<file path="config.mk">
export PLATFORM = sky130hd
export DESIGN_NAME = cpd_display_engine
export DESIGN_NICKNAME = d
export VERILOG_FILES = /design/src/common/cpd_pkg.sv /design/src/verilog/cpd_fixed_rom.sv /design/src/verilog/cpd_seg_shift.sv /design/src/verilog/cpd_display_engine.sv
export SDC_FILE = /design/constraint.sdc
export NUM_CORES = 2
export LEC_CHECK = 0
export BUFFER_PORTS_ARGS = -buffer_cell sky130_fd_sc_hd__buf_2
export CORE_MARGIN = 4
export CORE_UTILIZATION = 50
export DETAILED_ROUTE_END_ITERATION = 12
export PLACE_DENSITY = 0.66
export SLEW_MARGIN = 20
export SYNTH_ARGS = -nofsm -noshare
export SYNTH_HDL_FRONTEND = slang
export SYNTH_SLANG_ARGS = --single-unit
</file>
<file path="constraint.sdc">
create_clock -name ref_clk -period 4.38 [get_ports ref_clk]
set_input_delay 1.095 -clock ref_clk [delete_from_list [all_inputs] [get_ports ref_clk]]
set_output_delay 1.095 -clock ref_clk [all_outputs]
set_load 0.05 [all_outputs]
</file>
<file path="src/common/cpd_pkg.sv">
// Package for the character pattern display engine: map, fields, timing, carriers
package cpd_pkg;

  // Register byte offsets on the AHB-Lite slave
  localparam logic [11:0] CPD_CTRL_OFS     = 12'h000;
  localparam logic [11:0] CPD_CURSOR_OFS   = 12'h004;
  localparam logic [11:0] CPD_STATUS_OFS   = 12'h008;
  localparam logic [11:0] CPD_PAT_BASE     = 12'h100;
  localparam logic [11:0] CPD_CHR_BASE     = 12'h200;
  localparam logic [11:0] CPD_MAP_END      = 12'h400;

  // Control register field positions
  localparam int CPD_CTRL_FONT10_BIT  = 0;
  localparam int CPD_CTRL_TWOLINE_BIT = 1;
  localparam int CPD_CTRL_DISPON_BIT  = 2;
  localparam int CPD_CTRL_CURSOR_BIT  = 3;
  localparam int CPD_CTRL_BLINK_BIT   = 4;
  localparam logic [4:0] CPD_CTRL_RESET = 5'h00;

  // Array sizes
  localparam int CPD_PAT_WORDS = 64;
  localparam int CPD_CHR_WORDS = 128;
  localparam int CPD_SEGS      = 40;
  localparam int CPD_COMS      = 16;
  localparam int CPD_DOTS      = 5;

  // Display geometry
  localparam logic [6:0] CPD_LINE2_BASE = 7'h40;
  localparam logic [3:0] CPD_ROW_CURSOR8  = 4'h7;
  localparam logic [3:0] CPD_ROW_CURSOR10 = 4'ha;
  localparam logic [3:0] CPD_DUTY_8  = 4'h7;
  localparam logic [3:0] CPD_DUTY_11 = 4'ha;
  localparam logic [3:0] CPD_DUTY_16 = 4'hf;

  // Timing: dot shift rate follows the internal oscillator rate
  localparam int CPD_CLK_FREQ_KHZ = 100000;
  localparam int CPD_OSC_FREQ_KHZ = 250;
  localparam int CPD_DOT_DIV      = CPD_CLK_FREQ_KHZ / CPD_OSC_FREQ_KHZ;
  localparam int CPD_BLINK_FRAMES = 32;

  localparam logic [1:0] CPD_HTRANS_NONSEQ = 2'h2;

  typedef struct packed {
    logic        hsel;
    logic [31:0] haddr;
    logic [1:0]  htrans;
    logic        hwrite;
    logic [2:0]  hsize;
    logic [31:0] hwdata;
    logic        hready;
  } cpd_ahb_req_t;

  typedef struct packed {
    logic [31:0] hrdata;
    logic        hreadyout;
    logic        hresp;
  } cpd_ahb_rsp_t;

  typedef struct packed {
    logic blink_en;
    logic cursor_en;
    logic disp_on;
    logic two_lines;
    logic font10;
  } cpd_ctrl_t;

endpackage

</file>
<file path="src/verilog/cpd_fixed_rom.sv">
// Fixed pattern ROM stand-in for codes outside the user pattern range
`timescale 1ns/10ps
module cpd_fixed_rom
  import cpd_pkg::*;
(
  // Lookup
  input  wire logic [7:0] code,
  input  wire logic [3:0] row,
  // Row dots, bit 4 leftmost
  output logic      [4:0] dots
);

  // Glyph contents are out of scope: every nonzero code shows a framed box, code 00 is blank
  always_comb begin
    dots = 5'h00;
    if (code != 8'h00) begin
      if (row == 4'h0 || row == 4'h6) begin
        dots = 5'h1f;
      end else if (row < 4'h6) begin
        dots = 5'h11;
      end
    end
  end

endmodule // cpd_fixed_rom

</file>
<file path="src/verilog/cpd_seg_shift.sv">
// Serial segment shift register with output latch
`timescale 1ns/10ps
module cpd_seg_shift
  import cpd_pkg::*;
(
  // Clock and reset
  input  wire logic                ref_clk,
  input  wire logic                rstn,
  // Serial input
  input  wire logic                shift_en,
  input  wire logic                din,
  input  wire logic                last,
  // Latched segment drive, index 0 is the leftmost segment
  output logic [CPD_SEGS-1:0]      seg
);

  logic [CPD_SEGS-1:0] sr;
  logic [CPD_SEGS-1:0] next_sr;

  assign next_sr = {sr[CPD_SEGS-2:0], din};

  always_ff @(posedge ref_clk or negedge rstn) begin
    if (!rstn) begin
      sr <= '0;
    end else if (shift_en) begin
      sr <= next_sr;
    end
  end

  // Latch once the head character has entered; the last dot shifted lands in segment 0
  always_ff @(posedge ref_clk or negedge rstn) begin
    if (!rstn) begin
      seg <= '0;
    end else if (shift_en && last) begin
      seg <= next_sr;
    end
  end

endmodule // cpd_seg_shift

</file>
<file path="src/verilog/cpd_display_engine.sv">
// Character pattern display engine: pattern RAMs, scan, cursor/blink, AHB-Lite registers
//
// The register addresses and register access over AHB-Lite are this design's own decisions.
`timescale 1ns/10ps
module cpd_display_engine
  import cpd_pkg::*;
#(
  parameter int unsigned DOT_DIV      = CPD_DOT_DIV,
  parameter int unsigned BLINK_FRAMES = CPD_BLINK_FRAMES
) (
  // Clock and reset
  input  wire logic                ref_clk,
  input  wire logic                rstn,
  // AHB-Lite slave
  input  wire cpd_ahb_req_t        ahb_req,
  output cpd_ahb_rsp_t             ahb_rsp,
  // Panel drive
  output logic [CPD_COMS-1:0]      com,
  output logic [CPD_SEGS-1:0]      seg
);

  // Storage
  logic [7:0] user_pattern_ram [CPD_PAT_WORDS];
  logic [7:0] char_code_ram    [CPD_CHR_WORDS];
  cpd_ctrl_t  ctrl;
  logic [6:0] cursor_address_counter;

  // Bus state
  logic        ap_valid;
  logic        wr_pend;
  logic        rd_pend;
  logic [11:0] ap_addr;
  logic        ap_mapped;
  logic [31:0] hrdata;
  logic        ctrl_we;
  logic        cur_we;
  logic        pat_we;
  logic        chr_we;
  logic [31:0] status_word;

  // Scan state
  logic [15:0] div_cnt;
  logic        dot_en;
  logic [2:0]  dot_cnt;
  logic [2:0]  pos;
  logic [3:0]  row;
  logic [7:0]  frame_cnt;
  logic        blink_phase;
  logic        last_dot;
  logic        row_end;
  logic        frame_end;

  // Display path
  logic        font10_eff;
  logic [3:0]  duty_max;
  logic [3:0]  prow;
  logic        line2;
  logic [6:0]  char_addr;
  logic [7:0]  code;
  logic [5:0]  user_addr;
  logic [4:0]  user_row;
  logic [4:0]  rom_row;
  logic [4:0]  base_row;
  logic [4:0]  row_bits;
  logic        at_cursor;
  logic        cursor_row;
  logic        dot;

  function automatic logic in_window(input logic [11:0] a, input logic [11:0] base,
                                     input int words);
    return (a >= base) && (a < base + 12'(words * 4));
  endfunction

  // ---------------- AHB-Lite slave ----------------
  assign ap_valid = ahb_req.hsel && ahb_req.hready && ahb_req.htrans[1];

  // Write strobes, one per storage target, all in the data phase
  assign ctrl_we = wr_pend && ap_mapped && (ap_addr == CPD_CTRL_OFS);
  assign cur_we  = wr_pend && ap_mapped && (ap_addr == CPD_CURSOR_OFS);
  assign pat_we  = wr_pend && ap_mapped && in_window(ap_addr, CPD_PAT_BASE, CPD_PAT_WORDS);
  assign chr_we  = wr_pend && ap_mapped && in_window(ap_addr, CPD_CHR_BASE, CPD_CHR_WORDS);
  assign status_word = {22'h0, frame_cnt[0], blink_phase, 1'b0, pos, row};

  always_ff @(posedge ref_clk or negedge rstn) begin
    if (!rstn) begin
      wr_pend <= 1'b0;
      rd_pend <= 1'b0;
      ap_addr <= 12'h000;
      ap_mapped <= 1'b0;
    end else begin
      wr_pend <= 1'b0;
      rd_pend <= 1'b0;
      if (ap_valid) begin
        wr_pend <= ahb_req.hwrite;
        rd_pend <= !ahb_req.hwrite;
        ap_addr <= ahb_req.haddr[11:0];
        ap_mapped <= (ahb_req.haddr[31:12] == 20'h00000) &&
                     (ahb_req.haddr[11:0] < CPD_MAP_END);
      end
    end
  end

  // Reads insert one wait state so the data come from a flop
  always_ff @(posedge ref_clk or negedge rstn) begin
    if (!rstn) begin
      hrdata <= 32'h0000_0000;
    end else if (rd_pend) begin
      hrdata <= 32'h0000_0000;
      if (!ap_mapped) begin
        hrdata <= 32'h0000_0000;
      end else if (ap_addr == CPD_CTRL_OFS) begin
        hrdata <= {27'h0, ctrl};
      end else if (ap_addr == CPD_CURSOR_OFS) begin
        hrdata <= {25'h0, cursor_address_counter};
      end else if (ap_addr == CPD_STATUS_OFS) begin
        hrdata <= status_word;
      end else if (in_window(ap_addr, CPD_PAT_BASE, CPD_PAT_WORDS)) begin
        hrdata <= {24'h0, user_pattern_ram[ap_addr[7:2]]};
      end else if (in_window(ap_addr, CPD_CHR_BASE, CPD_CHR_WORDS)) begin
        hrdata <= {24'h0, char_code_ram[ap_addr[8:2]]};
      end
    end
  end

  assign ahb_rsp.hrdata    = hrdata;
  assign ahb_rsp.hreadyout = !rd_pend;
  assign ahb_rsp.hresp     = 1'b0;

  always_ff @(posedge ref_clk or negedge rstn) begin
    if (!rstn) begin
      ctrl <= CPD_CTRL_RESET;
      cursor_address_counter <= 7'h00;
    end else begin
      if (ctrl_we) begin
        ctrl.font10    <= ahb_req.hwdata[CPD_CTRL_FONT10_BIT];
        ctrl.two_lines <= ahb_req.hwdata[CPD_CTRL_TWOLINE_BIT];
        ctrl.disp_on   <= ahb_req.hwdata[CPD_CTRL_DISPON_BIT];
        ctrl.cursor_en <= ahb_req.hwdata[CPD_CTRL_CURSOR_BIT];
        ctrl.blink_en  <= ahb_req.hwdata[CPD_CTRL_BLINK_BIT];
      end
      if (cur_we) begin
        cursor_address_counter <= ahb_req.hwdata[6:0];
      end
    end
  end

  // Host writes go straight into the arrays; refresh reads use their own port
  always_ff @(posedge ref_clk) begin
    if (pat_we) begin
      user_pattern_ram[ap_addr[7:2]] <= ahb_req.hwdata[7:0];
    end
  end

  always_ff @(posedge ref_clk) begin
    if (chr_we) begin
      char_code_ram[ap_addr[8:2]] <= ahb_req.hwdata[7:0];
    end
  end

  // ---------------- Dot rate divider ----------------
  always_ff @(posedge ref_clk or negedge rstn) begin
    if (!rstn) begin
      div_cnt <= 16'h0000;
    end else if (div_cnt == 16'(DOT_DIV - 1)) begin
      div_cnt <= 16'h0000;
    end else begin
      div_cnt <= div_cnt + 16'h0001;
    end
  end

  assign dot_en = (div_cnt == 16'(DOT_DIV - 1));

  // ---------------- Scan counters ----------------
  assign font10_eff = ctrl.font10 && !ctrl.two_lines;

  // Last scanned row; two lines force the 5x8 font
  always_comb begin
    if (ctrl.two_lines) begin
      duty_max = CPD_DUTY_16;
    end else if (font10_eff) begin
      duty_max = CPD_DUTY_11;
    end else begin
      duty_max = CPD_DUTY_8;
    end
  end

  assign last_dot   = (pos == 3'h0) && (dot_cnt == 3'(CPD_DOTS - 1));
  assign row_end    = dot_en && last_dot;
  assign frame_end  = row_end && (row >= duty_max);

  // Transfer walks characters from the last position down to the head
  always_ff @(posedge ref_clk or negedge rstn) begin
    if (!rstn) begin
      dot_cnt <= 3'h0;
      pos     <= 3'h7;
    end else if (dot_en) begin
      if (dot_cnt == 3'(CPD_DOTS - 1)) begin
        dot_cnt <= 3'h0;
        pos     <= pos - 3'h1;
      end else begin
        dot_cnt <= dot_cnt + 3'h1;
      end
    end
  end

  always_ff @(posedge ref_clk or negedge rstn) begin
    if (!rstn) begin
      row <= 4'h0;
    end else if (frame_end) begin
      row <= 4'h0;
    end else if (row_end) begin
      row <= row + 4'h1;
    end
  end

  // Blink phase toggles every BLINK_FRAMES frames
  always_ff @(posedge ref_clk or negedge rstn) begin
    if (!rstn) begin
      frame_cnt   <= 8'h00;
      blink_phase <= 1'b0;
    end else if (frame_end) begin
      if (frame_cnt == 8'(BLINK_FRAMES - 1)) begin
        frame_cnt   <= 8'h00;
        blink_phase <= !blink_phase;
      end else begin
        frame_cnt <= frame_cnt + 8'h01;
      end
    end
  end

  // Common drive updates together with the segment latch
  always_ff @(posedge ref_clk or negedge rstn) begin
    if (!rstn) begin
      com <= '0;
    end else if (row_end) begin
      com <= 16'h0001 << row;
    end
  end

  // ---------------- Refresh read path ----------------
  assign line2     = ctrl.two_lines && row[3];
  assign prow      = ctrl.two_lines ? {1'b0, row[2:0]} : row;
  assign char_addr = (line2 ? CPD_LINE2_BASE : 7'h00) + {4'h0, pos};
  assign code      = char_code_ram[char_addr];

  always_comb begin
    if (font10_eff) begin
      user_addr = {code[2:1], prow[3:0]};
    end else begin
      user_addr = {code[2:0], prow[2:0]};
    end
  end

  assign user_row = user_pattern_ram[user_addr][4:0];

  cpd_fixed_rom u_rom (
    .code (code),
    .row  (prow),
    .dots (rom_row)
  );

  assign base_row   = (code[7:4] == 4'h0) ? user_row : rom_row;
  assign at_cursor  = (char_addr == cursor_address_counter);
  assign cursor_row = font10_eff ? (prow == CPD_ROW_CURSOR10) : (prow == CPD_ROW_CURSOR8);

  always_comb begin
    // Cursor row data stays in the OR, so stray ones show anywhere
    row_bits = base_row | {CPD_DOTS{ctrl.cursor_en && at_cursor && cursor_row}};
    if (ctrl.blink_en && at_cursor && blink_phase) begin
      row_bits = 5'h1f;
    end
    if (!ctrl.disp_on) begin
      row_bits = 5'h00;
    end
  end

  // Bit 0 shifts first so bit 4 of the head character lands leftmost
  assign dot = row_bits[dot_cnt];

  cpd_seg_shift u_shift (
    .ref_clk  (ref_clk),
    .rstn     (rstn),
    .shift_en (dot_en),
    .din      (dot),
    .last     (last_dot),
    .seg      (seg)
  );

endmodule // cpd_display_engine

</file>
# Word-level counts from Yosys, hierarchy flattened
# Memories as Yosys holds them, arrays and structs flattened.
# Cells that the tools add are included.
# totals
register_bits	189
latch_bits	0
ramBits	1536
romBits	0
in_bits	74
out_inout_bits	90
elab_cells	111
memories	2
# memory_table
memory	words	width	read_ports	rd_clocked_by_memory_dff	write_ports	line	text
char_code_ram	128	8	2	0	1	cpd_display_engine.sv:24	logic [7:0] char_code_ram [CPD_CHR_WORDS];
user_pattern_ram	64	8	2	0	1	cpd_display_engine.sv:23	logic [7:0] user_pattern_ram [CPD_PAT_WORDS];
# op_classes
addsub	6
mul	0
div_mod_pow	0
order_cmp	8
n_eq_ne	9
shift	1
muxes	31
bitwise_logic	1
n_reduce_logical	33
# ops
operator	n
2-to-1 mux 10 bit	4
2-to-1 mux 5 bit	6
< comparator 12 x 11 -> 1 bit (second input constant)	2
2-to-1 mux 4 bit	6
2-to-1 mux 8 bit	3
zero test 20 bit	1
logical AND 1 bit	19
adder 16 x 1 -> 16 bit (second input constant)	1
equality test 16 x 9 -> 1 bit (second input constant)	1
2-to-1 mux 16 bit	1
left shift 1 x 4 -> 16 bit (first input constant)	1
equality test 12 x 3 -> 1 bit (second input constant)	1
equality test 12 x 4 -> 1 bit (second input constant)	1
greater-or-equal comparator 12 x 10 -> 1 bit (second input constant)	1
greater-or-equal comparator 12 x 9 -> 1 bit (second input constant)	1
zero test 12 bit	1
< comparator 12 x 10 -> 1 bit (second input constant)	1
adder 8 x 1 -> 8 bit (second input constant)	1
equality test 4 x 3 -> 1 bit (second input constant)	2
equality test 8 x 5 -> 1 bit (second input constant)	1
zero test 4 bit	2
2-to-1 mux 1 bit	8
nonzero test 8 bit	1
adder 7 x 3 -> 7 bit	1
other kinds (18)	22

# Logic depth before layout (Yosys ltp)
# An unclocked memory read counts as a cell.
# depth
ltp_word	12
mapped_depth	14
depth_no_buf	11

# By module
# A second synthesis with hierarchy kept.
# unflattened
hier_cells	3440
hier_area_um2	70558.9
# by_module_without_submodules
module	n_inst	cells_each	area_each_um2	seq_area_each_um2
cpd_display_engine	1	3264	67576.1	48330.1
cpd_seg_shift	1	167	2915.3	1976.9
cpd_fixed_rom	1	9	67.6	0.0

# Least setup slack after synthesis
# OpenSTA, ideal clock, no wires.
# synth_timing
path_kind	reg2reg
from	reg ap_addr[4]
to	mem char_code_ram[12][0] (enable)
setup_ps	370
t_arrival_ps	2848
t_required_ps	4010
path_slack_ps	1162
stages_incl_launch_ff	9
path_buffers	5
synth_period_minus_slack_ps	3218
cell_sequence	dfrtp_1 buf_2 buf_2 buf_2 buf_2 clkbuf_1 nor3b_1 nand2_1 nor2_1
# synth_between
elab_chain_cells	5
elab_cells_between_ends	6
cone_classes	order compare: 2; mux: 2; reduce/logical: 2
# synth_lines
item	line	text
start, declared	cpd_display_engine.sv:32	logic [11:0] ap_addr;
start signal, assigned	cpd_display_engine.sv:96	ap_addr <= ahb_req.haddr[11:0];
greater-or-equal comparator 12 x 10 -> 1 bit / < comparator 12 x 11 -> 1 bit (equally long branches)	cpd_display_engine.sv:71	return (a >= base) && (a < base + 12'(words * 4));
logical AND 1 bit	cpd_display_engine.sv:71	
logical AND 1 bit	cpd_display_engine.sv:81	assign chr_we = wr_pend && ap_mapped && in_window(ap_addr, CPD_CHR_BASE, CPD_CHR_WORDS);
2-to-1 mux 1 bit	cpd_display_engine.sv:155	if (chr_we) begin
2-to-1 mux 1 bit (implied by the code)	cpd_display_engine.sv:156	char_code_ram[ap_addr[8:2]] <= ahb_req.hwdata[7:0];
end, declared	cpd_display_engine.sv:24	
# Parallel ways exist; a longest one is shown, timed or not.

# Final worst setup path
# layout_timing
from	reg ap_addr[2]
to	reg hrdata[5]
# layout_between
elab_chain_cells	8
elab_cells_between_ends	17
cone_classes	order compare: 4; eq/ne: 2; mux: 6; reduce/logical: 3; memory: 2
# layout_lines
item	line	text
parallel branches: the longest is 6 deep, another holds memory (128 x 8 bit)	-	
2-to-1 mux 10 bit *	cpd_display_engine.sv:111	end else if (ap_addr == CPD_CTRL_OFS) begin
2-to-1 mux 10 bit *	cpd_display_engine.sv:109	if (!ap_mapped) begin
end signal, assigned	cpd_display_engine.sv:112	hrdata <= {27'h0, ctrl};
end signal, assigned	cpd_display_engine.sv:114	hrdata <= {25'h0, cursor_address_counter};
end signal, assigned	cpd_display_engine.sv:116	hrdata <= status_word;
end, declared	cpd_display_engine.sv:34	logic [31:0] hrdata;
# Every way passes the cells marked *.
# A chain may end at the register's enable or synchronous reset.

==> out/metrics.cfg <==
[pwr]
p_comb_frac = 0.123
pwr-share-clk = 0.397
swShare = 0.2325
p_total_mw = 37.28
p_int_mw = 28.61
power.switching_mw = 8.666
powerDensity_nw_per_um2 = 466.5
p_seq_frac = 0.480
ir_drop_v = 0.0003728
p_leak_nw = 26.46

[place]
placedCellCount = 5561
io_buffers = 112
dp_hpwl_mm = 113.1
gp_congestion = 0.9253
placed_area_sq_um = 74210

[die]
dieWidth_um = 382.8
die-area_sq_um = 146500
die_h_um = 382.8
ios = 164
core_area_sq_um = 139500
num_rows = 137
initial_utilization = 0.5034

[sta]
max_clock_freq_ghz = 0.2499
max-slew-margin-rel = 0.3127
hold_viol_final = 0
drv_slew = 0
setup_viol = 0
finalCriticalPeriod_ns = 4.002
timing.setup.tns_ns = 0
worst_pin_slew_ns = 1.031
grt_setup_unrepaired = no
finClkSkew_ns = 0.02641
fin_crit_sh = 0.9136

[worst_setup_path]
crit_arrival_ns = 4.67
r2r_cells = 9
critPathSlowestCell = dfrtp_4
path_cells = buf_12 > buf_4 > buf_4 > mux4_2 > mux4_2 > mux2i_1 > mux4_2 > o211ai_1 > a22o_1
reg2reg_slack_ns = 0.38
criticalPathCategory = reg -> reg
r2r-end = hrdata[5]$_DFFE_PN0P_
critPathMaxStageDelay_ns = 0.64
endpoint_kind = flop
cp-start-kind = flop
startpoint = ap_addr[2]$_DFFE_PN0P_
required_ns = 5.05
crit_fanout = 16
cp-endpoint = hrdata[5]$_DFFE_PN0P_
reg2reg_from = ap_addr[2]$_DFFE_PN0P_
path_common_cell = mux4_2

[yosys]
ys.warnings.count = 0
ys_types = 73
async_flop_share = 0.09806
synthCells = 3565
ys.flop_type = edfxtp_1
synth_seq_cells = 1703
yosysSeqAreaShare = 0.7163
syn-mean-instance-area_sq_um = 19.70
synth_edf_count = 1536
syn_area_sq_um = 70240

[clock_network]
cts_resized = 0
tritoncts = done
cts_buffer_depth = 3
cts_root_buf = clkbuf_16
path_clk_slew_ns = 0.06
htreeDepth = 4
clock-sinks = 1703
post_cts_buffers = 0
cts_hold_buf = 0
cts_buffers = 172
clkLatencyLatePin_ns = 0.79

[layout]
finish.utilization = 0.5728
final_cells = 5871
synthToLayoutAreaGrowth_pct = 13.78
insertedDiodeCount = 0
fill_cells = 10420
drive_gt1_frac = 0.3096
fin_nets = 3949
final_area_sq_um = 79920

[global_routing]
overflow = 0
grt_pass1_wl_mm = 253.7
grt_max_degree = 121
grt_pass1_vias = 35950
grt_usage = 0.2386
antenna_found_initial = 2

[drt]
finalWirelength_mm = 173.3
dr.pass1.iters = 5
wire_per_inst_um = 29.52
vias = 36160
route.detailed.drc = 0
ant_nets = 0
drt_iter0_markers = 4250
viasPerCell = 6.159

[job]
maxCapViolations = 0

[outcome]
status = finished, final reports clean

[min_path]
hp-class = in -> async

[critical path: cells and delay by family (launching register included)]
| kind | cells | cell delay, ns |
|---|---|---|
| DFF | 1 | 0.64 |
| AOI/OAI and AO/OA | 2 | 0.43 |
| buffers and inverters | 3 | 0.66 |
| muxes | 4 | 2.11 |
[metal layers]
| layer | up-vias | wire [um] | global-route usage |
|---|---|---|---|
| met5 | - | 9 | 0 |
| met4 | 2 | 4501 | 0.06670 |
| met3 | 260 | 15170 | 0.05489 |
| met2 | 1598 | 83210 | 0.3736 |
| met1 | 19190 | 70390 | 0.3421 |
| li1 | 15110 | - | - |
[final cells by class]
| cell class | instances | area, sq um | area share |
|---|---|---|---|
| inverters | 13 | 48.80 | 0.0006106 |
| well taps | 1876 | 2347 | 0.02937 |
| flip-flops and latches | 1703 | 50330 | 0.6298 |
| repair buffers | 332 | 2626 | 0.03286 |
| clock inverters | 93 | 1007 | 0.01260 |
| clock buffers | 216 | 4672 | 0.05846 |
| multi-input cells | 1638 | 18880 | 0.2363 |
[cell usage in the layout (no fill, tap or decap), drive strengths merged, types with 8 or more instances in the layout]
cell type	n
mux2	37
clkinv	59
nor3	9
nand3	49
buf	332
inv	19
a21oi	15
xnor2	16
mux2i	41
edfxtp	1536
mux4	590
clkbuf	216
o21ai	41
nor2b	10
dfrtp	164
nor2	233
xor2	12
bufinv	20
clkinvlp	8
nor4	25
conb	23
ha	15
and3	9
nand2	379
nand4	9
[power groups by stage]
stage,Combinational [mW],Sequential [mW],Clock (mW)
2_1_floorplan,2.97,18.1,0
3_5_place_dp,4.64,18.2,0
3_3_place_gp,4.60,18.2,0
5_1_grt,4.82,17.9,15.8
6_report,4.58,17.9,14.8
4_1_cts,4.65,17.9,15.0
[kinds of logic (layout without fill, tap and decap cells)]
logic type | count (synthesis) | after routing | synth area share
flip-flops | 1703 | 1703 | 0.7163
AND/OR/NAND/NOR | 771 | 771 | 0.04705
multiplexers | 668 | 668 | 0.2010
buffers and inverters | 246 | 654 | 0.01630
AO/OA/AOI/OAI | 133 | 133 | 0.01322
XOR/XNOR | 28 | 28 | 0.003492
adder cells (fa/ha/maj) | 15 | 15 | 0.002672
other | 1 | 23 | 0.00005339
[how the worst min path moves through the flow]
stage / start / to / depth (start not counted)
floorplan: frame_cnt[7]$_DFFE_PN0P_ / frame_cnt[7]$_DFFE_PN0P_ / 1
global placement: com[1]$_DFFE_PN0P_ / com[1]$_DFFE_PN0P_ / 2
detailed placement: com[1]$_DFFE_PN0P_ / com[1]$_DFFE_PN0P_ / 2
CTS: rstn / u_shift.seg[27]$_DFFE_PN0P_ / 1
global route: rstn / u_shift.seg[27]$_DFFE_PN0P_ / 1
finish: rstn / u_shift.seg[27]$_DFFE_PN0P_ / 1
[synthesized netlist by cell type (4+ instances only)]
library cell	count	area, sq um
inv_1	11	41.29
nor2b_1	10	62.56
and2_1	7	43.79
buf_2	57	285.3
a221oi_1	5	43.79
edfxtp_1	1536	46120
nor3b_1	5	37.54
nand4_1	9	56.30
nand3_1	49	245.2
nand3b_1	5	37.54
o211ai_1	7	52.55
or4_1	4	30.03
clkbuf_1	121	454.2
a211oi_1	7	52.55
mux4_2	590	13290
a31oi_1	5	31.28
and3_1	9	56.30
buf_4	38	285.3
nand2b_1	4	25.02
nor2_1	232	870.8
a32oi_1	4	35.03
mux2_2	37	416.7
buf_1	16	60.06
nand2_1	378	1419
nor3_1	8	40.04
nor4_1	25	156.4
a21oi_1	14	70.07
and3b_1	6	52.55
dfrtp_1	164	4104
mux2i_1	41	410.4
xor2_1	12	105.1
xnor2_1	16	140.1
ha_1	15	187.7
a22o_1	5	43.79
or3_1	6	37.54
a22oi_1	5	37.54
o21ai_0	38	190.2
[per-stage QoR]
step	hold WS [ns]	worst slack [ns]
floorplan	0.4348	1.162
global placement	0.4478	0.4310
detailed placement	0.4509	0.4213
CTS	0.2744	0.4064
global route	0.3099	0.1959
finish	0.3010	0.3783
[state kept, by name, indices dropped and copies added (netlist names), 4 cells and up]
signal / flops
hrdata: 10
com: 16
div_cnt: 16
u_shift.seg: 40
u_shift.sr: 39
char_code_ram: 1024
cursor_address_counter: 7
frame_cnt: 8
user_pattern_ram: 512
ctrl: 5
row: 4
ap_addr: 12
No activity file was read; power rests on OpenSTA's default activity.
